===== config.mk =====
export PLATFORM = sky130hd
export DESIGN_NAME = mrb_bank
export DESIGN_NICKNAME = d
export VERILOG_FILES = /design/src/core/mrb_attr_reg.v /design/src/core/mrb_bank.v
export VERILOG_INCLUDE_DIRS = /design/src /design/src/core
export SDC_FILE = /design/constraint.sdc
export NUM_CORES = 1
export LEC_CHECK = 0
export ABC_AREA = 1
export ABC_CLOCK_PERIOD_IN_PS = 4300
export BUFFER_PORTS_ARGS = -buffer_cell sky130_fd_sc_hd__buf_2
export CAP_MARGIN = 20
export CORE_AREA = 2 2 109 111
export CTS_CLUSTER_DIAMETER = 200
export DETAILED_ROUTE_END_ITERATION = 8
export DIE_AREA = 0 0 111 113
export HOLD_SLACK_MARGIN = 0.08
export PLACE_DENSITY = 0.85
export SLEW_MARGIN = 20
export SYNTH_ARGS = -nofsm -noshare
export SYNTH_HDL_FRONTEND = slang
export SYNTH_SLANG_ARGS = --single-unit

===== constraint.sdc =====
create_clock -name ref_clk_i -period 4.3 [get_ports ref_clk_i]
set_input_delay 0.215 -clock ref_clk_i [delete_from_list [all_inputs] [get_ports ref_clk_i]]
set_output_delay 0.215 -clock ref_clk_i [all_outputs]
set_load 0.02 [all_outputs]

===== src/core/mrb_defs.vh =====
// register indices, attribute masks and reset values of the management register bank
`ifndef MRB_DEFS_VH
`define MRB_DEFS_VH

// ----------------------------------------------------------------------
// register indices
// ----------------------------------------------------------------------
`define MRB_IDX_W        5
`define MRB_IDX_CTL      5'h00
`define MRB_IDX_STS      5'h01
`define MRB_IDX_IDH      5'h02
`define MRB_IDX_IDL      5'h03
`define MRB_IDX_ADV      5'h04
`define MRB_IDX_LPA      5'h05
`define MRB_IDX_EXP      5'h06
`define MRB_IDX_MCS      5'h11
`define MRB_IDX_SMD      5'h12
`define MRB_IDX_SEC      5'h1A
`define MRB_IDX_CSI      5'h1B
`define MRB_IDX_ISR      5'h1D
`define MRB_IDX_IMR      5'h1E
`define MRB_IDX_SCS      5'h1F

// ----------------------------------------------------------------------
// common values
// ----------------------------------------------------------------------
`define MRB_ZERO         16'h0000
`define MRB_ONES         16'hFFFF
`define MRB_ONE          16'h0001

// ----------------------------------------------------------------------
// basic control
// ----------------------------------------------------------------------
`define MRB_CTL_SRST_M   16'h8000
`define MRB_CTL_LOOP_M   16'h4000
`define MRB_CTL_SPD_M    16'h2000
`define MRB_CTL_ANEN_M   16'h1000
`define MRB_CTL_PDN_M    16'h0800
`define MRB_CTL_ISO_M    16'h0400
`define MRB_CTL_ANRS_M   16'h0200
`define MRB_CTL_DPX_M    16'h0100
`define MRB_CTL_RW       16'h7D00
`define MRB_CTL_SC       16'h8200
`define MRB_CTL_RST      16'h3100

// ----------------------------------------------------------------------
// basic status
// ----------------------------------------------------------------------
`define MRB_STS_CAPS     16'h7809
`define MRB_STS_ANDN_M   16'h0020
`define MRB_STS_RFLT_M   16'h0010
`define MRB_STS_LINK_M   16'h0004
`define MRB_STS_JAB_M    16'h0002
`define MRB_STS_RO       16'h7829
`define MRB_STS_LH       16'h0012
`define MRB_STS_LL       16'h0004

// ----------------------------------------------------------------------
// identifier (values arbitrary), advertisement, expansion
// ----------------------------------------------------------------------
`define MRB_IDH_RST      16'h1234
`define MRB_IDL_RST      16'h5678
`define MRB_ADV_RST      16'h01E1
`define MRB_EXP_RO       16'h001F

// ----------------------------------------------------------------------
// vendor-specific group
// ----------------------------------------------------------------------
`define MRB_MCS_RW       16'h2200
`define MRB_MCS_RO       16'h0002
`define MRB_MCS_EDPD_M   16'h2000
`define MRB_MCS_FLB_M    16'h0200
`define MRB_SMD_RW       16'h40FF
`define MRB_SMD_RST      16'h00E1
`define MRB_CSI_RW       16'h8008
`define MRB_CSI_KEEP     16'h0008
`define MRB_CSI_SS       16'h4000
`define MRB_CSI_WO       16'h0800
`define MRB_CSI_WAC_M    16'h0020
`define MRB_CSI_WC_M     16'h0010
`define MRB_ISR_RC       16'h00FE
`define MRB_IMR_RW       16'h00FE
`define MRB_SCS_RW       16'h0040
`define MRB_SCS_RO       16'h101C

`endif


===== src/core/mrb_attr_reg.v =====
// one 16-bit management register whose bits carry per-bit access attributes
`timescale 1ns/1ps
module mrb_attr_reg #(
  parameter [15:0] P_RST  = 16'h0000,
  parameter [15:0] P_RW   = 16'h0000,
  parameter [15:0] P_WO   = 16'h0000,
  parameter [15:0] P_RO   = 16'h0000,
  parameter [15:0] P_SC   = 16'h0000,
  parameter [15:0] P_SS   = 16'h0000,
  parameter [15:0] P_WC   = 16'h0000,
  parameter [15:0] P_WAC  = 16'h0000,
  parameter [15:0] P_LH   = 16'h0000,
  parameter [15:0] P_LL   = 16'h0000,
  parameter [15:0] P_KEEP = 16'h0000
) (
  input  wire        ref_clk_i,
  input  wire        rst_i,
  input  wire        sw_rst_i,
  input  wire        wr_i,
  input  wire        rd_i,
  input  wire [15:0] wdata_i,
  input  wire [15:0] hw_i,
  output wire [15:0] q_o,
  output wire [15:0] rdata_o
);

  // ----------------------------------------------------------------------
  // per-bit next value
  // ----------------------------------------------------------------------
  localparam [15:0] STORED = P_RW | P_WO | P_SC | P_SS | P_WC | P_WAC | P_LH | P_LL;

  reg  [15:0] val_q;
  wire [15:0] val_d;

  genvar i;
  generate
    for (i = 0; i < 16; i = i + 1) begin : g_bit
      // each bit picks its behaviour from the attribute masks
      assign val_d[i] =
        (P_RW[i] | P_WO[i]) ? (wr_i ? wdata_i[i] : val_q[i]) :
        P_SC[i]  ? ((wr_i & wdata_i[i]) | (val_q[i] & ~hw_i[i])) :
        P_SS[i]  ? (~(wr_i & ~wdata_i[i]) & (val_q[i] | hw_i[i])) :
        P_WC[i]  ? (hw_i[i] | (val_q[i] & ~(wr_i & wdata_i[i]))) :
        P_WAC[i] ? (hw_i[i] | (val_q[i] & ~wr_i)) :
        P_LH[i]  ? (hw_i[i] | (val_q[i] & ~rd_i)) :
        P_LL[i]  ? (hw_i[i] & (val_q[i] | rd_i)) :
        1'b0;
    end
  endgenerate

  // ----------------------------------------------------------------------
  // storage: hardware reset loads all, soft reset spares the kept bits
  // ----------------------------------------------------------------------
  always @(posedge ref_clk_i) begin
    if (rst_i) begin
      val_q <= P_RST & STORED;
    end else if (sw_rst_i) begin
      val_q <= ((val_q & P_KEEP) | (P_RST & ~P_KEEP)) & STORED;
    end else begin
      val_q <= val_d & STORED;
    end
  end

  assign q_o = val_q;
  // read-only bits show the live input, write-only and reserved bits read zero
  assign rdata_o = (hw_i & P_RO) | (val_q & STORED & ~P_WO);

endmodule // mrb_attr_reg


===== src/core/mrb_bank.v =====
// management register bank of a 10/100 transceiver, reached by register index
`timescale 1ns/1ps
`include "mrb_defs.vh"

// Overview of operation
// - registers selected by their management index
// - decode indices 0-6, 17, 18, 26, 27, 29-31 map
// - read-only bits ignore writes, show value
// - write-only bits read back as zero
// - write one clears, zero leaves bit
// - any write clears, read shows value
// - read clears contents, writes ignored
// - latched bits released only by read
// - latch-high holds one until read
// - self-clearing bits drop by themselves
// - self-setting bits rise by themselves
// - kept bits survive software reset
// - read/write bits store and return value
// - software reset restores defaults, power-down not
// - soft reset bit clears itself promptly
module mrb_bank (
  input  wire        ref_clk_i,
  input  wire        rst_i,
  input  wire        mgmt_req_i,
  input  wire        mgmt_we_i,
  input  wire [4:0]  mgmt_idx_i,
  input  wire [15:0] mgmt_wdata_i,
  output wire        mgmt_ack_o,
  output wire [15:0] mgmt_rdata_o,
  input  wire        link_up_i,
  input  wire        remote_fault_i,
  input  wire        jabber_i,
  input  wire        aneg_done_i,
  input  wire [15:0] partner_ability_i,
  input  wire [15:0] expansion_i,
  input  wire        energy_on_i,
  input  wire        symbol_err_i,
  input  wire [1:0]  ind_event_i,
  input  wire [6:0]  irq_event_i,
  input  wire [2:0]  speed_ind_i,
  output wire        soft_reset_o,
  output wire        loopback_o,
  output wire        speed_sel_o,
  output wire        aneg_enable_o,
  output wire        power_down_o,
  output wire        isolate_o,
  output wire        aneg_restart_o,
  output wire        duplex_o,
  output wire        edpd_enable_o,
  output wire        far_loopback_o,
  output wire [15:0] advertise_o,
  output wire [15:0] special_modes_o,
  output wire [15:0] ind_control_o,
  output wire [15:0] irq_mask_o,
  output wire [15:0] special_control_o
);

  // ----------------------------------------------------------------------
  // access decode
  // ----------------------------------------------------------------------
  // one request is one completed transaction; the index picks the register
  wire wr_en = mgmt_req_i & mgmt_we_i;
  wire rd_en = mgmt_req_i & ~mgmt_we_i;

  wire wr_ctl = wr_en & (mgmt_idx_i == `MRB_IDX_CTL);
  wire wr_idh = wr_en & (mgmt_idx_i == `MRB_IDX_IDH);
  wire wr_idl = wr_en & (mgmt_idx_i == `MRB_IDX_IDL);
  wire wr_adv = wr_en & (mgmt_idx_i == `MRB_IDX_ADV);
  wire wr_mcs = wr_en & (mgmt_idx_i == `MRB_IDX_MCS);
  wire wr_smd = wr_en & (mgmt_idx_i == `MRB_IDX_SMD);
  wire wr_csi = wr_en & (mgmt_idx_i == `MRB_IDX_CSI);
  wire wr_imr = wr_en & (mgmt_idx_i == `MRB_IDX_IMR);
  wire wr_scs = wr_en & (mgmt_idx_i == `MRB_IDX_SCS);

  // clear-on-read strobes fire only for the addressed register
  wire rd_sts = rd_en & (mgmt_idx_i == `MRB_IDX_STS);
  wire rd_sec = rd_en & (mgmt_idx_i == `MRB_IDX_SEC);
  wire rd_isr = rd_en & (mgmt_idx_i == `MRB_IDX_ISR);

  // ----------------------------------------------------------------------
  // soft reset
  // ----------------------------------------------------------------------
  wire [15:0] ctl_q;
  wire [15:0] ctl_rd;
  // the set soft-reset bit resets every register but the kept bits on the next edge, itself
  // included, so it is seen for exactly one cycle; far inside the allowed time
  wire sw_rst = |(ctl_q & `MRB_CTL_SRST_M);

  // ----------------------------------------------------------------------
  // basic group
  // ----------------------------------------------------------------------
  // self-clearing bits see their own value as the done condition
  mrb_attr_reg #(.P_RST(`MRB_CTL_RST), .P_RW(`MRB_CTL_RW), .P_SC(`MRB_CTL_SC)) u_ctl (
    .ref_clk_i(ref_clk_i), .rst_i(rst_i), .sw_rst_i(sw_rst),
    .wr_i(wr_ctl), .rd_i(1'b0), .wdata_i(mgmt_wdata_i),
    .hw_i(ctl_q & `MRB_CTL_SC), .q_o(ctl_q), .rdata_o(ctl_rd));

  wire [15:0] sts_hw = `MRB_STS_CAPS
                     | ({16{aneg_done_i}}    & `MRB_STS_ANDN_M)
                     | ({16{remote_fault_i}} & `MRB_STS_RFLT_M)
                     | ({16{link_up_i}}      & `MRB_STS_LINK_M)
                     | ({16{jabber_i}}       & `MRB_STS_JAB_M);
  wire [15:0] sts_rd;
  // status has no writable bit, so writes to it are dropped
  mrb_attr_reg #(.P_RO(`MRB_STS_RO), .P_LH(`MRB_STS_LH), .P_LL(`MRB_STS_LL)) u_sts (
    .ref_clk_i(ref_clk_i), .rst_i(rst_i), .sw_rst_i(sw_rst),
    .wr_i(1'b0), .rd_i(rd_sts), .wdata_i(mgmt_wdata_i),
    .hw_i(sts_hw), .q_o(), .rdata_o(sts_rd));

  // ----------------------------------------------------------------------
  // extended group
  // ----------------------------------------------------------------------
  wire [15:0] idh_rd;
  wire [15:0] idl_rd;
  wire [15:0] adv_q;
  wire [15:0] adv_rd;

  mrb_attr_reg #(.P_RST(`MRB_IDH_RST), .P_RW(`MRB_ONES)) u_idh (
    .ref_clk_i(ref_clk_i), .rst_i(rst_i), .sw_rst_i(sw_rst),
    .wr_i(wr_idh), .rd_i(1'b0), .wdata_i(mgmt_wdata_i),
    .hw_i(`MRB_ZERO), .q_o(), .rdata_o(idh_rd));

  mrb_attr_reg #(.P_RST(`MRB_IDL_RST), .P_RW(`MRB_ONES)) u_idl (
    .ref_clk_i(ref_clk_i), .rst_i(rst_i), .sw_rst_i(sw_rst),
    .wr_i(wr_idl), .rd_i(1'b0), .wdata_i(mgmt_wdata_i),
    .hw_i(`MRB_ZERO), .q_o(), .rdata_o(idl_rd));

  mrb_attr_reg #(.P_RST(`MRB_ADV_RST), .P_RW(`MRB_ONES)) u_adv (
    .ref_clk_i(ref_clk_i), .rst_i(rst_i), .sw_rst_i(sw_rst),
    .wr_i(wr_adv), .rd_i(1'b0), .wdata_i(mgmt_wdata_i),
    .hw_i(`MRB_ZERO), .q_o(adv_q), .rdata_o(adv_rd));

  // ----------------------------------------------------------------------
  // vendor-specific group
  // ----------------------------------------------------------------------
  wire [15:0] mcs_q;
  wire [15:0] mcs_rd;
  wire [15:0] smd_q;
  wire [15:0] smd_rd;
  wire [15:0] csi_q;
  wire [15:0] csi_rd;
  wire [15:0] isr_rd;
  wire [15:0] imr_q;
  wire [15:0] imr_rd;
  wire [15:0] scs_q;
  wire [15:0] scs_rd;

  mrb_attr_reg #(.P_RW(`MRB_MCS_RW), .P_RO(`MRB_MCS_RO)) u_mcs (
    .ref_clk_i(ref_clk_i), .rst_i(rst_i), .sw_rst_i(sw_rst),
    .wr_i(wr_mcs), .rd_i(1'b0), .wdata_i(mgmt_wdata_i),
    .hw_i({16{energy_on_i}} & `MRB_MCS_RO), .q_o(mcs_q), .rdata_o(mcs_rd));

  // strap-like mode bits are kept across a software reset
  mrb_attr_reg #(.P_RST(`MRB_SMD_RST), .P_RW(`MRB_SMD_RW), .P_KEEP(`MRB_SMD_RW)) u_smd (
    .ref_clk_i(ref_clk_i), .rst_i(rst_i), .sw_rst_i(sw_rst),
    .wr_i(wr_smd), .rd_i(1'b0), .wdata_i(mgmt_wdata_i),
    .hw_i(`MRB_ZERO), .q_o(smd_q), .rdata_o(smd_rd));

  // self-setting bit sees its own cleared state as the done condition
  wire [15:0] csi_hw = (~csi_q & `MRB_CSI_SS)
                     | ({16{ind_event_i[1]}} & `MRB_CSI_WAC_M)
                     | ({16{ind_event_i[0]}} & `MRB_CSI_WC_M);
  mrb_attr_reg #(.P_RST(`MRB_CSI_SS), .P_RW(`MRB_CSI_RW), .P_KEEP(`MRB_CSI_KEEP),
                 .P_SS(`MRB_CSI_SS), .P_WO(`MRB_CSI_WO),
                 .P_WAC(`MRB_CSI_WAC_M), .P_WC(`MRB_CSI_WC_M)) u_csi (
    .ref_clk_i(ref_clk_i), .rst_i(rst_i), .sw_rst_i(sw_rst),
    .wr_i(wr_csi), .rd_i(1'b0), .wdata_i(mgmt_wdata_i),
    .hw_i(csi_hw), .q_o(csi_q), .rdata_o(csi_rd));

  // event flags cleared by reading, set wins over the clear
  mrb_attr_reg #(.P_LH(`MRB_ISR_RC)) u_isr (
    .ref_clk_i(ref_clk_i), .rst_i(rst_i), .sw_rst_i(sw_rst),
    .wr_i(1'b0), .rd_i(rd_isr), .wdata_i(mgmt_wdata_i),
    .hw_i({8'h00, irq_event_i, 1'b0}), .q_o(), .rdata_o(isr_rd));

  mrb_attr_reg #(.P_RW(`MRB_IMR_RW)) u_imr (
    .ref_clk_i(ref_clk_i), .rst_i(rst_i), .sw_rst_i(sw_rst),
    .wr_i(wr_imr), .rd_i(1'b0), .wdata_i(mgmt_wdata_i),
    .hw_i(`MRB_ZERO), .q_o(imr_q), .rdata_o(imr_rd));

  mrb_attr_reg #(.P_RW(`MRB_SCS_RW), .P_RO(`MRB_SCS_RO)) u_scs (
    .ref_clk_i(ref_clk_i), .rst_i(rst_i), .sw_rst_i(sw_rst),
    .wr_i(wr_scs), .rd_i(1'b0), .wdata_i(mgmt_wdata_i),
    .hw_i({3'h0, aneg_done_i, 7'h00, speed_ind_i, 2'h0}),
    .q_o(scs_q), .rdata_o(scs_rd));

  // ----------------------------------------------------------------------
  // symbol error counter
  // ----------------------------------------------------------------------
  reg  [15:0] sec_q;
  reg  [15:0] sec_d;

  // saturates rather than wraps so a long run is not reported as few
  always @* begin
    sec_d = sec_q;
    if (rd_sec) begin
      sec_d = symbol_err_i ? `MRB_ONE : `MRB_ZERO;
    end else if (symbol_err_i && (sec_q != `MRB_ONES)) begin
      sec_d = sec_q + `MRB_ONE;
    end
  end

  always @(posedge ref_clk_i) begin
    if (rst_i || sw_rst) begin
      sec_q <= `MRB_ZERO;
    end else begin
      sec_q <= sec_d;
    end
  end

  // ----------------------------------------------------------------------
  // read mux and answer
  // ----------------------------------------------------------------------
  reg  [15:0] rd_mux;
  reg  [15:0] rdata_q;
  reg         ack_q;

  always @* begin
    case (mgmt_idx_i)
      `MRB_IDX_CTL: rd_mux = ctl_rd;
      `MRB_IDX_STS: rd_mux = sts_rd;
      `MRB_IDX_IDH: rd_mux = idh_rd;
      `MRB_IDX_IDL: rd_mux = idl_rd;
      `MRB_IDX_ADV: rd_mux = adv_rd;
      `MRB_IDX_LPA: rd_mux = partner_ability_i;
      `MRB_IDX_EXP: rd_mux = expansion_i & `MRB_EXP_RO;
      `MRB_IDX_MCS: rd_mux = mcs_rd;
      `MRB_IDX_SMD: rd_mux = smd_rd;
      `MRB_IDX_SEC: rd_mux = sec_q;
      `MRB_IDX_CSI: rd_mux = csi_rd;
      `MRB_IDX_ISR: rd_mux = isr_rd;
      `MRB_IDX_IMR: rd_mux = imr_rd;
      `MRB_IDX_SCS: rd_mux = scs_rd;
      default:      rd_mux = `MRB_ZERO;
    endcase
  end

  // read data is the value before any clear-on-read of the same edge
  always @(posedge ref_clk_i) begin
    if (rst_i) begin
      rdata_q <= `MRB_ZERO;
      ack_q   <= 1'b0;
    end else begin
      ack_q <= mgmt_req_i;
      if (rd_en) begin
        rdata_q <= rd_mux;
      end
    end
  end

  assign mgmt_ack_o   = ack_q;
  assign mgmt_rdata_o = rdata_q;

  // ----------------------------------------------------------------------
  // control outputs
  // ----------------------------------------------------------------------
  assign soft_reset_o      = sw_rst;
  assign loopback_o        = |(ctl_q & `MRB_CTL_LOOP_M);
  assign speed_sel_o       = |(ctl_q & `MRB_CTL_SPD_M);
  assign aneg_enable_o     = |(ctl_q & `MRB_CTL_ANEN_M);
  assign power_down_o      = |(ctl_q & `MRB_CTL_PDN_M);
  assign isolate_o         = |(ctl_q & `MRB_CTL_ISO_M);
  assign aneg_restart_o    = |(ctl_q & `MRB_CTL_ANRS_M);
  assign duplex_o          = |(ctl_q & `MRB_CTL_DPX_M);
  assign edpd_enable_o     = |(mcs_q & `MRB_MCS_EDPD_M);
  assign far_loopback_o    = |(mcs_q & `MRB_MCS_FLB_M);
  assign advertise_o       = adv_q;
  assign special_modes_o   = smd_q;
  assign ind_control_o     = csi_q;
  assign irq_mask_o        = imr_q;
  assign special_control_o = scs_q;

endmodule // mrb_bank


# After elaboration in Yosys (flattened, before gate mapping)
# Index checks and enable logic that the tools add are counted.
# word_totals
register_bits	165
latchBits	0
ram_bits	0
rom_bits	0
output_inout_bits	107
n_memories	0
# classes
add_sub_neg	1
mul	0
n_div	0
magnitude_cmp	0
n_eq_ne	14
shift	0
muxes	4
bitwise_logic	61
n_reduce_logical	7
# op_table
operator	n
$pmux W16 S14	1
$or A15 B5 Y15	3
$eq A5 B5 Y1 const B	7
$mux W16	2
$and A1 B1 Y1	31
$add A16 B1 Y16 const B	1
$ne A16 B16 Y1 const B	1
$eq A5 B3 Y1 const B	3
$not A15 Y15	1
$or A15 B2 Y15	1
$or A15 B3 Y15	1
$or A15 B6 Y15	1
$or A2 B14 Y14	1
$or A1 B1 Y1	13
$or A13 B7 Y13	1
$eq A5 B2 Y1 const B	2
$not A1 Y1	8
$eq A5 B1 Y1 const B	1
$logic_not A5 Y1	1
$reduce_and A2 Y1	2
$reduce_bool A2 Y1	1
$reduce_or A2 Y1	1
$logic_and A1 B1 Y1	1
$logic_or A1 B1 Y1	1
$mux W1	1

# Longest topological paths before layout
# Gate-level depths: netlist of run 1.
# logic_depth
depth_word	6
mapped_depth	13

# By module
# A second synthesis of run 1 with hierarchy kept.
# hier_totals
hier_cells	1481
area_unflattened_um2	9303.9
# modules_own_cells
module	n_inst	cells_per_inst	area_per_inst_um2
mrb_bank	1	709	3694.8
mrb_attr_reg (u_adv ...)	2	108	762.0
mrb_attr_reg (u_idl)	1	102	743.2
mrb_attr_reg (u_smd)	1	76	543.0
mrb_attr_reg (u_ctl)	1	65	525.5
mrb_attr_reg (u_imr)	1	70	480.5
mrb_attr_reg (u_isr)	1	58	436.7
mrb_attr_reg (u_csi)	1	57	424.2
mrb_attr_reg (u_sts)	1	45	332.8
mrb_attr_reg (u_mcs)	1	44	317.8
mrb_attr_reg (u_scs)	1	39	281.5

# Worst setup path before layout of run 1
# No wires, ideal clock.
# synth_timing
kind	reg2reg
startpoint	reg sec_q[0]
endpoint	reg sec_q[11]
setup_time_ps	109
arrival_ps	1478
required_time_ps	4191
path_slack_ps	2713
stages_incl_launch_ff	14
n_path_buf	1
synth_period_minus_slack_ps	1587
path_cell_list	dfxtp_1 ha_1 nand2_1 nor2_2 nand2_1 nor2_2 nand2_1 nand2_2 nand2_2 buf_6 nand2_1 nand2_1 nand2_1 inv_1
# synth_via
elab_chain_len	3
elab_cells_between_ends	6
# synth_rtl
element	line_no	text
from (decl)	mrb_bank.v:190	reg [15:0] sec_q;
from (signal assigned)	mrb_bank.v:205	sec_q <= `MRB_ZERO;
$add A16 B1 Y16 (no source line) / $ne A16 B16 Y1 (equally long branches)	-	
$mux W16 / $logic_and A1 B1 Y1 (equally long branches)	mrb_bank.v:198	end else if (symbol_err_i && (sec_q != `MRB_ONES)) begin
$mux W16 / $reduce_bool A2 Y1 (equally long branches)	-	
# Parallel ways exist; a longest one is shown, timed or not. The select of a mux whose other input is x is not followed.
# A chain may end at the register's enable or synchronous reset.

# Final worst setup path of run 1
# layout_timing
startpoint	in mgmt_idx_i[1]
endpoint	reg u_idh.val_q[11], in the netlist u_idh.q_o[11]
# layout_via
elab_chain_len	2
# layout_rtl
element	line_no	text
from (decl)	mrb_bank.v:26	input wire [4:0] mgmt_idx_i,
$eq A5 B2 Y1	-	
$and A1 B1 Y1	mrb_bank.v:66	wire wr_idh = wr_en & (mgmt_idx_i == `MRB_IDX_IDH);
to (signal assigned)	mrb_attr_reg.v:56	val_q <= P_RST & STORED;
to (signal assigned)	mrb_attr_reg.v:58	val_q <= ((val_q & P_KEEP) | (P_RST & ~P_KEEP)) & STORED;
to (signal assigned)	mrb_attr_reg.v:60	val_q <= val_d & STORED;
to (decl)	mrb_attr_reg.v:32	reg [15:0] val_q;
# Every way passes these cells.

==> results by group, run 1 <==
Setup path
  – R2r startpoint: sec_q[0]
  – Setup crit start: mgmt_idx_i[1]
  – Arr. time, crit path: 2.75 ns
  – Max FO, Critical Path: 19
  – Worst setup EP type: flip-flop
  – Worst EP required: between 4 and 5 ns
  – Critical path class: primary input to flip-flop
  – Flop2flop setup slack: ~2.2 ns
  – Startpoint types: primary input

Route
  – DRC: 0
  – Routed via count: 6,792
  – Drt pass-1 iters: 6
  – Via-to-Cell Ratio: 5.54
  – Mean routed wirelength per cell: between 15 and 20 um
  – Total Wirelength: 19.9 mm
  – First DRT Iteration DRCs: approximately 830
  – ANT nets after route: 0

GRT
  – Overflow after GRT: 0
  – Number of global-route vias before repair: between 6k and 7k
  – GRT met1 Usage: 0.402
  – Global-route wire length before repair: 30.6 mm
  – Tot GR Track Use: 0.310
  – Largest net degree at the start of global routing: 67
  – Met3 usage: 0.0611
  – Initial antenna violation count: 2
  – Grt peak-use layer: met2
  – Met2 global-route usage: 0.496

Final layout
  – P&R area growth vs syn: 21.8%
  – Most frequent cells in the layout: nand2_1 (280), nor2_1 (145), buf_2 (129)
  – Final core occ: 0.672
  – # nets final: ~1.1k
  – Fillers: between 900 and 1k
  – Commonest non-fill, non-tap cell in the layout: nand2_1
  – Ant diodes: 0
  – Layout cells sized above 1: 0.178

STA
  – Final setup fails: 0
  – Min Tclk post-route: 2.45 ns
  – Setup TNS: 0 ns
  – Clk_skew: approximately 0.008 ns
  – Tcrit/Tclk final: 0.569
  – RSZ-0062 raised after global routing: no
  – Worst slew pin tran: 0.970 ns
  – Max Fclk: between 400 and 500 MHz
  – Hold Fails Final Rpt: 0
  – Max_slew headroom: 0.351
  – Final Max Slew Viols: 0

Clock tree
  – CTS sink cnt: about 120
  – CTS Buffer Depth: 2
  – Post-CTS Setup Inserts: 0
  – H-tree Lvls: 4
  – Num CTS Buffers: 17
  – Reg clk slew, reported paths: 0.06 ns
  – CTS tree: done
  – Clk_lat worst skew: around 0.43 ns
  – Root buf cell: clkbuf_16

Floorplanning
  – Die width: between 100 and 150 um
  – Die Y: 113 um
  – Row cnt: 39
  – # IOs: roughly 180
  – Starting density of the core: 0.552
  – DIE AREA: 12,500 um^2
  – Core area: approximately 11,000 um^2

Worst hold path
  – Hold Crit Start: mgmt_wdata_i[5]
  – Hold Crit Class: primary input to flip-flop

Logic synthesis
  – Post-synth EDFFs: 0
  – Count of unique library cells instantiated by Yosys: 29
  – #FFs+latches synth: between 100 and 150
  – Mapped Area: 6220 um^2
  – Synthesis Warnings: 0
  – Top_reg_cell synth: dfxtp_1
  – Synth async-reset ratio: 0
  – Mapped Cells: around 940
  – Post-Syn Area per Cell: between 6 and 7 um^2
  – Register area share after synthesis: 0.399

Flow run
  – Max Cap Violations: 0

Power and ir drop
  – Power per standard cell area: 397 nW/um^2
  – Worst VDD drop: 250 uV
  – Total power: approximately 3.0 mW
  – Static Leak: ~3.7 nW

Place
  – Buffers on Ports: about 130
  – Routability cong.: between 0.9 and 1
  – HPWL Detailed: roughly 14 mm

Outcome
  – Status: finished, final reports clean
[layout make-up]
| class | instances | area (um^2) | area share |
|---|---|---|---|
| clock buffer | 19 | 443 | 0.0585 |
| clock inverter | 13 | 214 | 0.0283 |
| inverter | 62 | 233 | 0.0307 |
| multi-input combinational | 716 | 3180 | 0.420 |
| sequential | 124 | 2480 | 0.328 |
| tap | 143 | 179 | 0.0236 |
| timing repair buffer | 149 | 838 | 0.111 |
[through the flow]
step | setup WS [ns] | cell area, um^2 | hold slack (ns) | std cells
global route | 1.75 | 7570 | 0.109 | 1226
global placement | 1.66 | 6740 | 0.418 | 1177
floorplan | 2.71 | 6370 | 0.328 | 977
detailed placement | 1.60 | 6740 | 0.434 | 1177
CTS | 2.02 | 7570 | 0.0878 | 1226
finish | 1.85 | 7570 | 0.0885 | 1226
[registers in the layout, summed over array words and instances, names as in the netlist]
register	count
mgmt_ack_o	1
mgmt_rdata_o	16
sec_q	16
u_adv.q_o	16
u_csi.q_o	6
u_ctl.q_o	8
u_idh.q_o	16
u_idl.q_o	16
u_imr.q_o	7
u_isr.q_o	7
u_mcs.q_o	2
u_scs.q_o	1
u_smd.q_o	9
u_sts.q_o	3
[cells in the mapped netlist, types with 2 or more instances]
library cell | count | area share
nor2_2 | 7 | 0.0070
inv_2 | 5 | 0.0030
dfxtp_1 | 124 | 0.40
nor3_1 | 9 | 0.0072
nor2_4 | 11 | 0.020
nand2_2 | 3 | 0.0030
nand2_1 | 280 | 0.17
buf_4 | 43 | 0.052
clkbuf_1 | 17 | 0.010
a21oi_1 | 58 | 0.047
xnor2_1 | 2 | 0.0028
nand3_1 | 62 | 0.050
clkinv_1 | 2 | 0.0012
nor2_1 | 146 | 0.088
buf_2 | 11 | 0.0089
o21ai_0 | 59 | 0.047
buf_6 | 3 | 0.0054
o211ai_1 | 8 | 0.0097
inv_1 | 55 | 0.033
nand4_1 | 23 | 0.023
[worst paths after layout]
path              depth (start not counted)            end
hold / removal                            3   u_smd.q_o[5]
setup reg to reg                          9       sec_q[5]
setup / recovery                          8  u_idh.q_o[11]
hold reg to reg                           2   u_idh.q_o[5]
[critical path: stages]
cell	delay (ns)
buf_2	0.16
inv_1	0.09
nor2_1	0.73
nand2_1	0.28
nor2_2	0.62
inv_2	0.33
o21ai_0	0.25
a21oi_1	0.06
[cell families after synthesis]
family | synth area share
compound gates | 0.106
fa+ha+maj | 0.00201
simple gates | 0.375
flops | 0.399
xor+xnor | 0.00282
other cells | 0.000603
buf+inv | 0.115
[where the power goes]
group          switching [mW]  internal, mW
sequential             0.0117          1.17
combinational           0.170        0.0648
clock                   0.545          1.05
total                   0.727          2.28
[metal layers]
layer	part of all wire	vias up
met4	0.042	2
met3	0.10	85
li1	-	3193
met2	0.45	428
met1	0.40	3084
met5	0.00085	-
[timing repair]
item | 4_1_cts | 5_1_grt
gates resized for setup | 0 | 0
setup endpoints to repair | 0 | 0
hold buffers | 17 | 0
endpoints found under the hold margin | 22 | 0
Power figures use the tool's default switching activity.
==> run 2, diff against run 1 <==
--- a/config.mk
+++ b/config.mk
@@ -6,16 +6,16 @@
 export SDC_FILE = /design/constraint.sdc
 export NUM_CORES = 1
 export LEC_CHECK = 0
-export ABC_AREA = 1
-export ABC_CLOCK_PERIOD_IN_PS = 4300
+export ABC_AREA = 0
+export ABC_CLOCK_PERIOD_IN_PS = 2400
 export BUFFER_PORTS_ARGS = -buffer_cell sky130_fd_sc_hd__buf_2
 export CAP_MARGIN = 20
-export CORE_AREA = 2 2 109 111
+export CORE_AREA = 2 2 111 113
 export CTS_CLUSTER_DIAMETER = 200
 export DETAILED_ROUTE_END_ITERATION = 8
-export DIE_AREA = 0 0 111 113
+export DIE_AREA = 0 0 113 115
 export HOLD_SLACK_MARGIN = 0.08
-export PLACE_DENSITY = 0.85
+export PLACE_DENSITY = 0.8
 export SLEW_MARGIN = 20
 export SYNTH_ARGS = -nofsm -noshare
 export SYNTH_HDL_FRONTEND = slang
==> constraint.sdc (replaced) <==
create_clock -name ref_clk_i -period 2.4 [get_ports ref_clk_i]
set_input_delay 0.12 -clock ref_clk_i [delete_from_list [all_inputs] [get_ports ref_clk_i]]
set_output_delay 0.12 -clock ref_clk_i [all_outputs]
set_load 0.02 [all_outputs]
==> run 2 against run 1 <==
  * The run now ends with design-rule violations left
  * Die area rose by 3.6%
  * Count of clock-buffer cells in the layout increased by 4
  * Register-to-register slack worse by 1.7 ns
  * Global-route usage is 0.12 points higher
  * First-iteration DRC count down 1.3%
  * Routed wire length grew 2.0%
  * Combinational power is 89% higher
  * Cell count decreased by 15%
  * Largest power group unchanged
==> results by group, run 2 <==
Final layout
  – Multi-input logic area: 3100 um^2 (-2.7%)
  – # nets final: 964 (-16%)
  – Layout cells sized above 1: 0.231 (+0.0532)
  – Fillers: 957 (-3.0%)
  – Non-filler cells, final: 1,047 (-15%)
  – FF+latch area: 2480 um^2 (unchanged)
  – Commonest non-fill, non-tap cell in the layout: nand2_1
  – Most frequent cells in the layout: nand2_1 (146), buf_2 (129), dfxtp_1 (124)
  – P&R area growth vs syn: 27.9%

STA
  – Max Fclk: between 500 and 600 MHz
  – Tcrit/Tclk final: 0.819
  – Worst slew pin tran: 0.640 ns (-0.330 ns)
  – Hold Fails Final Rpt: 0 (unchanged)
  – RSZ-0062 raised after global routing: no
  – Final setup fails: 0 (unchanged)
  – Clk_skew: 0.00690 ns (-0.00106 ns)
  – Max_slew headroom: 0.572 (+0.221)
  – Min Tclk post-route: between 1.5 and 2 ns
  – Final Max Slew Viols: 0 (unchanged)
  – Setup TNS: 0 ns (unchanged)

Power and ir drop
  – Power per standard cell area: 688 nW/um^2 (+73%)
  – Psw: 1.20 mW (+65%)
  – Static Leak: 3.21 nW (-14%)
  – Internal: 4.04 mW (+77%)
  – Total power: 5.24 mW (+74%)
  – Sw Share: 0.229 (-0.0127)
  – Clock group share of total power: 0.514 (-0.016)
  – Sequential Power Share: 0.402 (+0.010)
  – Comb pwr share: 0.085 (+0.007)
  – Worst VDD drop: 429 uV (+71%)

Route
  – Total Wirelength: 20.3 mm (+2.0%)
  – ANT nets after route: 0 (unchanged)
  – Drt pass-1 iters: 8 (+2)
  – Mean routed wirelength per cell: 19.4 um (+19%)
  – Routed via count: 6,152 (-9.4%)
  – DRC: 9 (+9)
  – First DRT Iteration DRCs: 816 (-1.3%)
  – Via-to-Cell Ratio: 5.88 (+6.1%)

GRT
  – Initial antenna violation count: 1 (-1)
  – Tot GR Track Use: 0.312 (+0.00120)
  – Largest net degree at the start of global routing: 34 (-49%)
  – Global-route wire length before repair: 31.1 mm (+1.6%)
  – Number of global-route vias before repair: 5,712 (-5.7%)
  – Overflow after GRT: 0 (unchanged)

Clock tree
  – CTS sink cnt: 124 (unchanged)
  – Num CTS Buffers: 17 (unchanged)
  – H-tree Lvls: 4 (unchanged)
  – CTS tree: done
  – Root buf cell: clkbuf_16
  – Reg clk slew, reported paths: 0.06 ns (about the same)
  – PostCTS Resize Cnt: 0 (unchanged)
  – Clk_lat worst skew: 0.42 ns (about the same)
  – CTS Buffer Depth: 2 (unchanged)

Setup path
  – R2R depth: 5 (-4)
  – Critical path class: flip-flop to flip-flop
  – WP depth: 5 (-3)
  – Buf/Inv on CP: 0 (-3)
  – Max FO, Critical Path: 7 (-12)
  – Worst EP required: 2.68 ns (-1.92 ns)
  – Worst stage delay on the critical path: 0.60 ns (-0.13 ns)
  – Crit-path cells: nand4_1 -> nor4_2 -> nor3b_1 -> xnor2_1 -> nor2_1
  – Startpoint types: flip-flop
  – Crit path max-delay cell type: nor4_2
  – Flop2flop setup slack: 0.43 ns (-1.74 ns)
  – Worst setup EP type: flip-flop
  – Delay-heaviest family, CP: simple AND/OR/NAND/NOR gates
  – Arr. time, crit path: 2.25 ns (-0.50 ns)

Logic synthesis
  – Post-Syn Area per Cell: 8.30 um^2 (+25%)
  – Post-Synth Adder-Cell Area: 0.00210 (+0.0000870)
  – Mapped Cells: 718 (-23%)
  – Largest family of logic cells by synthesized area: simple AND/OR/NAND/NOR gates
  – Most frequent cell after synthesis: nand2_1
  – Synthesis Warnings: 0 (unchanged)
  – Synth cell count leaders: nand2_1 (146), dfxtp_1 (124), nor2_1 (63), a21oi_1 (59), buf_4 (45)
  – Synth top area cells: dfxtp_1 (42%), nand2_1 (9.2%), buf_4 (5.7%)
  – Top_reg_cell synth: dfxtp_1
  – Count of unique library cells instantiated by Yosys: 64 (+120%)
  – Cell taking the most area after synthesis: dfxtp_1
  – Simple-Gate Fraction of Synth Area: 0.249 (-0.126)
  – Synth Area in Compound Gates: 0.170 (+0.0638)
  – Synth async-reset ratio: 0 (unchanged)
  – Top cell type's share of synthesized area: 0.417 (+0.0173)
  – Xor and xnor area share after synthesis: 0.0162 (+0.0133)
  – Post-synthesis mux area share: 0.0558 (+0.0558)
  – Mapped Area: 5960 um^2 (-4.1%)
  – Post-synth EDFFs: 0 (unchanged)
  – #FFs+latches synth: 124 (unchanged)
  – Register area share after synthesis: 0.417 (+0.0173)

Place
  – Cells after DPL: 982 (-17%)
  – Buffers on Ports: 129 (unchanged)
  – Routability cong.: 0.945 (-3.8%)
  – HPWL Detailed: 13.8 mm (+0.52%)

Worst hold path
  – Hold path depth: 3 (unchanged)
  – Hold Crit Class: primary input to flip-flop

Floorplanning
  – Core area: 11,800 um^2 (+4.8%)
  – # IOs: 182 (unchanged)
  – Starting density of the core: 0.505 (-0.0470)
  – DIE AREA: 13,000 um^2 (+3.6%)
  – Row cnt: 40 (+2.6%)
  – Die Y: 115 um (+1.8%)
  – Die width: 113 um (+1.8%)

Outcome
  – Failing checks: design-rule violations
  – Status: complete, but fails checks

Flow run
  – Max Cap Violations: 0 (unchanged)
## run 2: cell count changes after synthesis, sizes merged, moves of 25 or more
cell	change
inv	-57
mux2i	+31
nand2	-138
nand3	-25
nor2	-99
o21ai	-55
## run 2: cell type report
| type | count | share of cell area |
|---|---|---|
| inverters | 3 | 0.00148 |
| multi-input cells | 548 | 0.406 |
| flip-flops and latches | 124 | 0.326 |
| repair buffers | 194 | 0.162 |
| diodes | 1 | 0.000328 |
| well taps | 147 | 0.0241 |
| clock buffers | 23 | 0.0627 |
| clock inverters | 7 | 0.0181 |
## run 2: what timing repair did
action | in CTS | in global routing
buffers inserted | 0 | 0
hold buffers | 34 | 0
endpoints found under the hold margin | 92 | 0
## run 2: cells by family after synthesis
logic type | after synthesis
AO/OA/AOI/OAI | 145
XOR/XNOR | 11
adder cells (fa/ha/maj) | 1
buffers and inverters | 86
flip-flops | 124
multiplexers | 33
other | 1
AND/OR/NAND/NOR | 317
## run 2: worst reg2reg max path, cell delays in order, from the launching register on
cell,delay (ns)
dfxtp_1,0.49
nand4_1,0.32
nor4_2,0.60
nor3b_1,0.16
xnor2_1,0.21
nor2_1,0.06
## run 2: power groups by stage
stage / combinational (mW) / sequential, mW / clock, mW
after global routing: 0.470 / 2.11 / 2.81
after CTS: 0.430 / 2.10 / 2.69
final: 0.444 / 2.11 / 2.69
after global placement: 0.380 / 2.15 / 0
after detailed placement: 0.383 / 2.15 / 0
after floorplan: 0.274 / 2.15 / 0
## run 2: metal layers
layer	GRT usage	part of all wire	vias up
met2	0.487	0.45	433
met1	0.396	0.38	2830
met5	0	0	-
met3	0.0965	0.13	84
li1	-	-	2805
met4	0.147	0.043	0
## run 2: metrics by stage
stage | hold WS [ns] | area (um^2) | worst slack, ns | util
after global placement | 0.325 | 6660 | 0.457 | 0.564
after floorplan | 0.224 | 6110 | 0.802 | -
final | 0.110 | 7620 | 0.434 | 0.645
after global routing | 0.137 | 7620 | 0.251 | 0.645
after CTS | 0.0995 | 7620 | 0.493 | 0.645
after detailed placement | 0.334 | 6660 | 0.409 | 0.564
## run 2: path summary, 6_finish.rpt
path,from,end
setup / recovery,sec_q[6],sec_q[3]
hold / removal,partner_ability_i[3],mgmt_rdata_o[3]
setup reg to reg,sec_q[6],sec_q[3]
hold reg to reg,u_idh.q_o[3],u_idh.q_o[3]
==> run 3, diff against run 2 <==
--- a/config.mk
+++ b/config.mk
@@ -6,14 +6,14 @@
 export SDC_FILE = /design/constraint.sdc
 export NUM_CORES = 1
 export LEC_CHECK = 0
-export ABC_AREA = 0
-export ABC_CLOCK_PERIOD_IN_PS = 2400
+export ABC_AREA = 1
+export ABC_CLOCK_PERIOD_IN_PS = 2000
 export BUFFER_PORTS_ARGS = -buffer_cell sky130_fd_sc_hd__buf_2
 export CAP_MARGIN = 20
-export CORE_AREA = 2 2 111 113
+export CORE_AREA = 2 2 113 115
 export CTS_CLUSTER_DIAMETER = 200
 export DETAILED_ROUTE_END_ITERATION = 8
-export DIE_AREA = 0 0 113 115
+export DIE_AREA = 0 0 115 117
 export HOLD_SLACK_MARGIN = 0.08
 export PLACE_DENSITY = 0.8
 export SLEW_MARGIN = 20
==> constraint.sdc (replaced) <==
create_clock -name ref_clk_i -period 2 [get_ports ref_clk_i]
set_input_delay 0.1 -clock ref_clk_i [delete_from_list [all_inputs] [get_ports ref_clk_i]]
set_output_delay 0.1 -clock ref_clk_i [all_outputs]
set_load 0.02 [all_outputs]
==> run 3 against run 2 <==
  * The run now ends clean
  * First-iteration DRC count up 5.1%
  * Routed wire length down 0.17%
  * Cell area up 2.7%
  * Cell count up 21%
  * Sequential share of layout area down 0.85 points
  * Global-route usage down 1.1 points
  * Non-clock buffer count down 12
  * Largest cell class unchanged
==> results by group, run 3 (synthesis results as in run 1) <==
Final layout
  – Layout cells sized above 1: 0.193 (-0.0387)
  – P&R area growth vs syn: 25.9%
  – Final core occ: 0.636 (-0.00936)
  – # nets final: 1,179 (+22%)
  – Commonest non-fill, non-tap cell in the layout: nand2_1
  – Non-filler cells, final: 1,267 (+21%)
  – Fillers: 1,124 (+17%)
  – Most frequent cells in the layout: nand2_1 (280), nor2_1 (145), buf_2 (129)

Worst hold path
  – Hold path endpoint: mgmt_rdata_o[10]
  – Hold Crit Class: primary input to flip-flop
  – Hold Crit Start: partner_ability_i[10]
  – Hold path depth: 5 (+2)

STA
  – Final setup fails: 0 (unchanged)
  – Setup TNS: 0 ns (unchanged)
  – Min Tclk post-route: 1.83 ns (-0.132 ns)
  – Setup ws final: 0.166 ns (-0.268 ns)
  – Tcrit/Tclk final: 0.917 (+0.0979)
  – Clk_skew: 0.0102 ns (+0.00334 ns)
  – Worst slew pin tran: 0.900 ns (+0.260 ns)
  – Hold Fails Final Rpt: 0 (unchanged)
  – Final Max Slew Viols: 0 (unchanged)
  – Max Fclk: 545 MHz (+7.2%)
  – Max_slew headroom: 0.398 (-0.174)
  – Fin Hold WS: 0.0873 ns (-0.0230 ns)

Setup path
  – Startpoint types: flip-flop
  – Buf/Inv on CP: 1 (+1)
  – Delay-heaviest family, CP: simple AND/OR/NAND/NOR gates
  – Worst setup EP type: flip-flop
  – FF-to-FF End: sec_q[7]
  – Crit-path cells: ha_1 -> nand2_1 -> nor2_4 -> nand2_1 -> nor2_2 -> nand2_1 -> nand2_4 -> nand2_4 -> inv_1 -> nand2_1 -> a21oi_1
  – R2R depth: 11 (+6)
  – Critical path class: flip-flop to flip-flop
  – WP depth: 11 (+6)
  – Flop2flop setup slack: 0.17 ns (-0.27 ns)
  – Crit path max-delay cell type: dfxtp_1
  – Max FO, Critical Path: 11 (+4)
  – Worst stage delay on the critical path: 0.38 ns (-0.22 ns)
  – Crit path top cell by count: nand2_1
  – Arr. time, crit path: 2.18 ns (-0.07 ns)
  – R2r startpoint: sec_q[1]
  – Worst EP required: 2.35 ns (-0.33 ns)

Place
  – Routability cong.: 0.920 (-2.7%)
  – HPWL Detailed: 14.3 mm (+3.6%)
  – Dpl ws: 0.0898 ns (-0.319 ns)
  – Cells after DPL: 1,204 (+23%)
  – Buffers on Ports: 129 (unchanged)

Floorplanning
  – DIE AREA: 13,500 um^2 (+3.5%)
  – Die Y: 117 um (+1.7%)
  – # IOs: 182 (unchanged)
  – Core area: 12,300 um^2 (+4.2%)
  – Row cnt: 41 (+2.5%)
  – Starting density of the core: 0.505 (about the same)
  – Die width: 115 um (+1.8%)

Clock tree
  – Post-CTS Setup Inserts: 0 (unchanged)
  – Clk_lat worst skew: 0.43 ns (about the same)
  – CTS sink cnt: 124 (unchanged)
  – Num CTS Buffers: 17 (unchanged)
  – CTS Buffer Depth: 2 (unchanged)
  – Reg clk slew, reported paths: 0.06 ns (about the same)
  – H-tree Lvls: 4 (unchanged)
  – Root buf cell: clkbuf_16
  – CTS tree: done

Route
  – Mean routed wirelength per cell: 16.0 um (-18%)
  – Total Wirelength: 20.3 mm (-0.17%)
  – Routed via count: 6,791 (+10%)
  – DRC: 0 (-9)
  – ANT nets after route: 0 (unchanged)
  – Via-to-Cell Ratio: 5.36 (-8.8%)
  – Drt pass-1 iters: 6 (-2)
  – First DRT Iteration DRCs: 858 (+5.1%)

GRT
  – Tot GR Track Use: 0.300 (-0.0115)
  – Overflow after GRT: 0 (unchanged)
  – Global-route wire length before repair: 30.9 mm (-0.53%)
  – Largest net degree at the start of global routing: 67 (+97%)
  – Number of global-route vias before repair: 5,961 (+4.4%)
  – Initial antenna violation count: 1 (unchanged)

Outcome
  – Status: finished, final reports clean

Power and ir drop
  – Static Leak: 3.87 nW (+20%)
  – Power per standard cell area: 798 nW/um^2 (+16%)
  – Worst VDD drop: 601 uV (+40%)

Flow run
  – Max Cap Violations: 0 (unchanged)
[run 3: changes by cell type in the layout (fill, tap and decap cells not counted), sizes merged, moves of 9 or more]
cell and change:
nor2 +99, nand3 +25, inv +58, nand2 +138
nand4 +12, a221oi -20, and3 -9, a22oi -17
o21ai +55, mux2i -31
[run 3: layout make-up]
type	count	area, um^2	share of cell area
clock inverters	14	170	0.0217
flip-flops and latches	124	2480	0.317
well taps	150	188	0.0240
clock buffers	18	439	0.0561
multi-input cells	716	3200	0.408
repair buffers	182	1120	0.143
inverters	62	233	0.0297
diodes	1	2.50	0.000320
[run 3: per-stage QoR]
stage	instance area (um^2)	power, mW
final	7830	6.25
after global routing	7830	6.42
after CTS	7810	6.24
after detailed placement	6900	3.07
after global placement	6900	3.07
after floorplan	6370	2.93
[run 3: how the worst max path moves through the flow]
stage,start,endpoint
after CTS,sec_q[0],sec_q[7]
after global placement,sec_q[1],sec_q[7]
after floorplan,sec_q[0],sec_q[11]
after detailed placement,sec_q[0],sec_q[7]
final,sec_q[1],sec_q[7]
after global routing,sec_q[1],sec_q[8]
[run 3: routing by layer]
metal / share of wire / wire length (um) / GRT usage
met5: 0 / 0 / 0
met4: 0.032 / 642 / 0.126
met3: 0.10 / 2030 / 0.0721
met2: 0.46 / 9360 / 0.474
met1: 0.41 / 8220 / 0.396
[run 3: power breakdown]
part           switching, mW  leakage (nW)  internal, mW
logic                  0.372          2.58         0.174
registers             0.0254          1.01          2.51
clock network           1.18         0.288          1.99
total                   1.58          3.87          4.67
[run 3: worst reg2reg max path, cell delays in order (launching register included)]
cell,delay (ns)
dfxtp_1,0.38
ha_1,0.20
nand2_1,0.12
nor2_4,0.15
nand2_1,0.11
nor2_2,0.14
nand2_1,0.11
nand2_4,0.13
nand2_4,0.12
inv_1,0.10
nand2_1,0.05
a21oi_1,0.15
[run 3: timing repair]
action	in CTS	in global routing
hold buffers	30	0
gates resized for setup	0	4
setup endpoints to repair	0	11
endpoints found under the hold margin	86	0
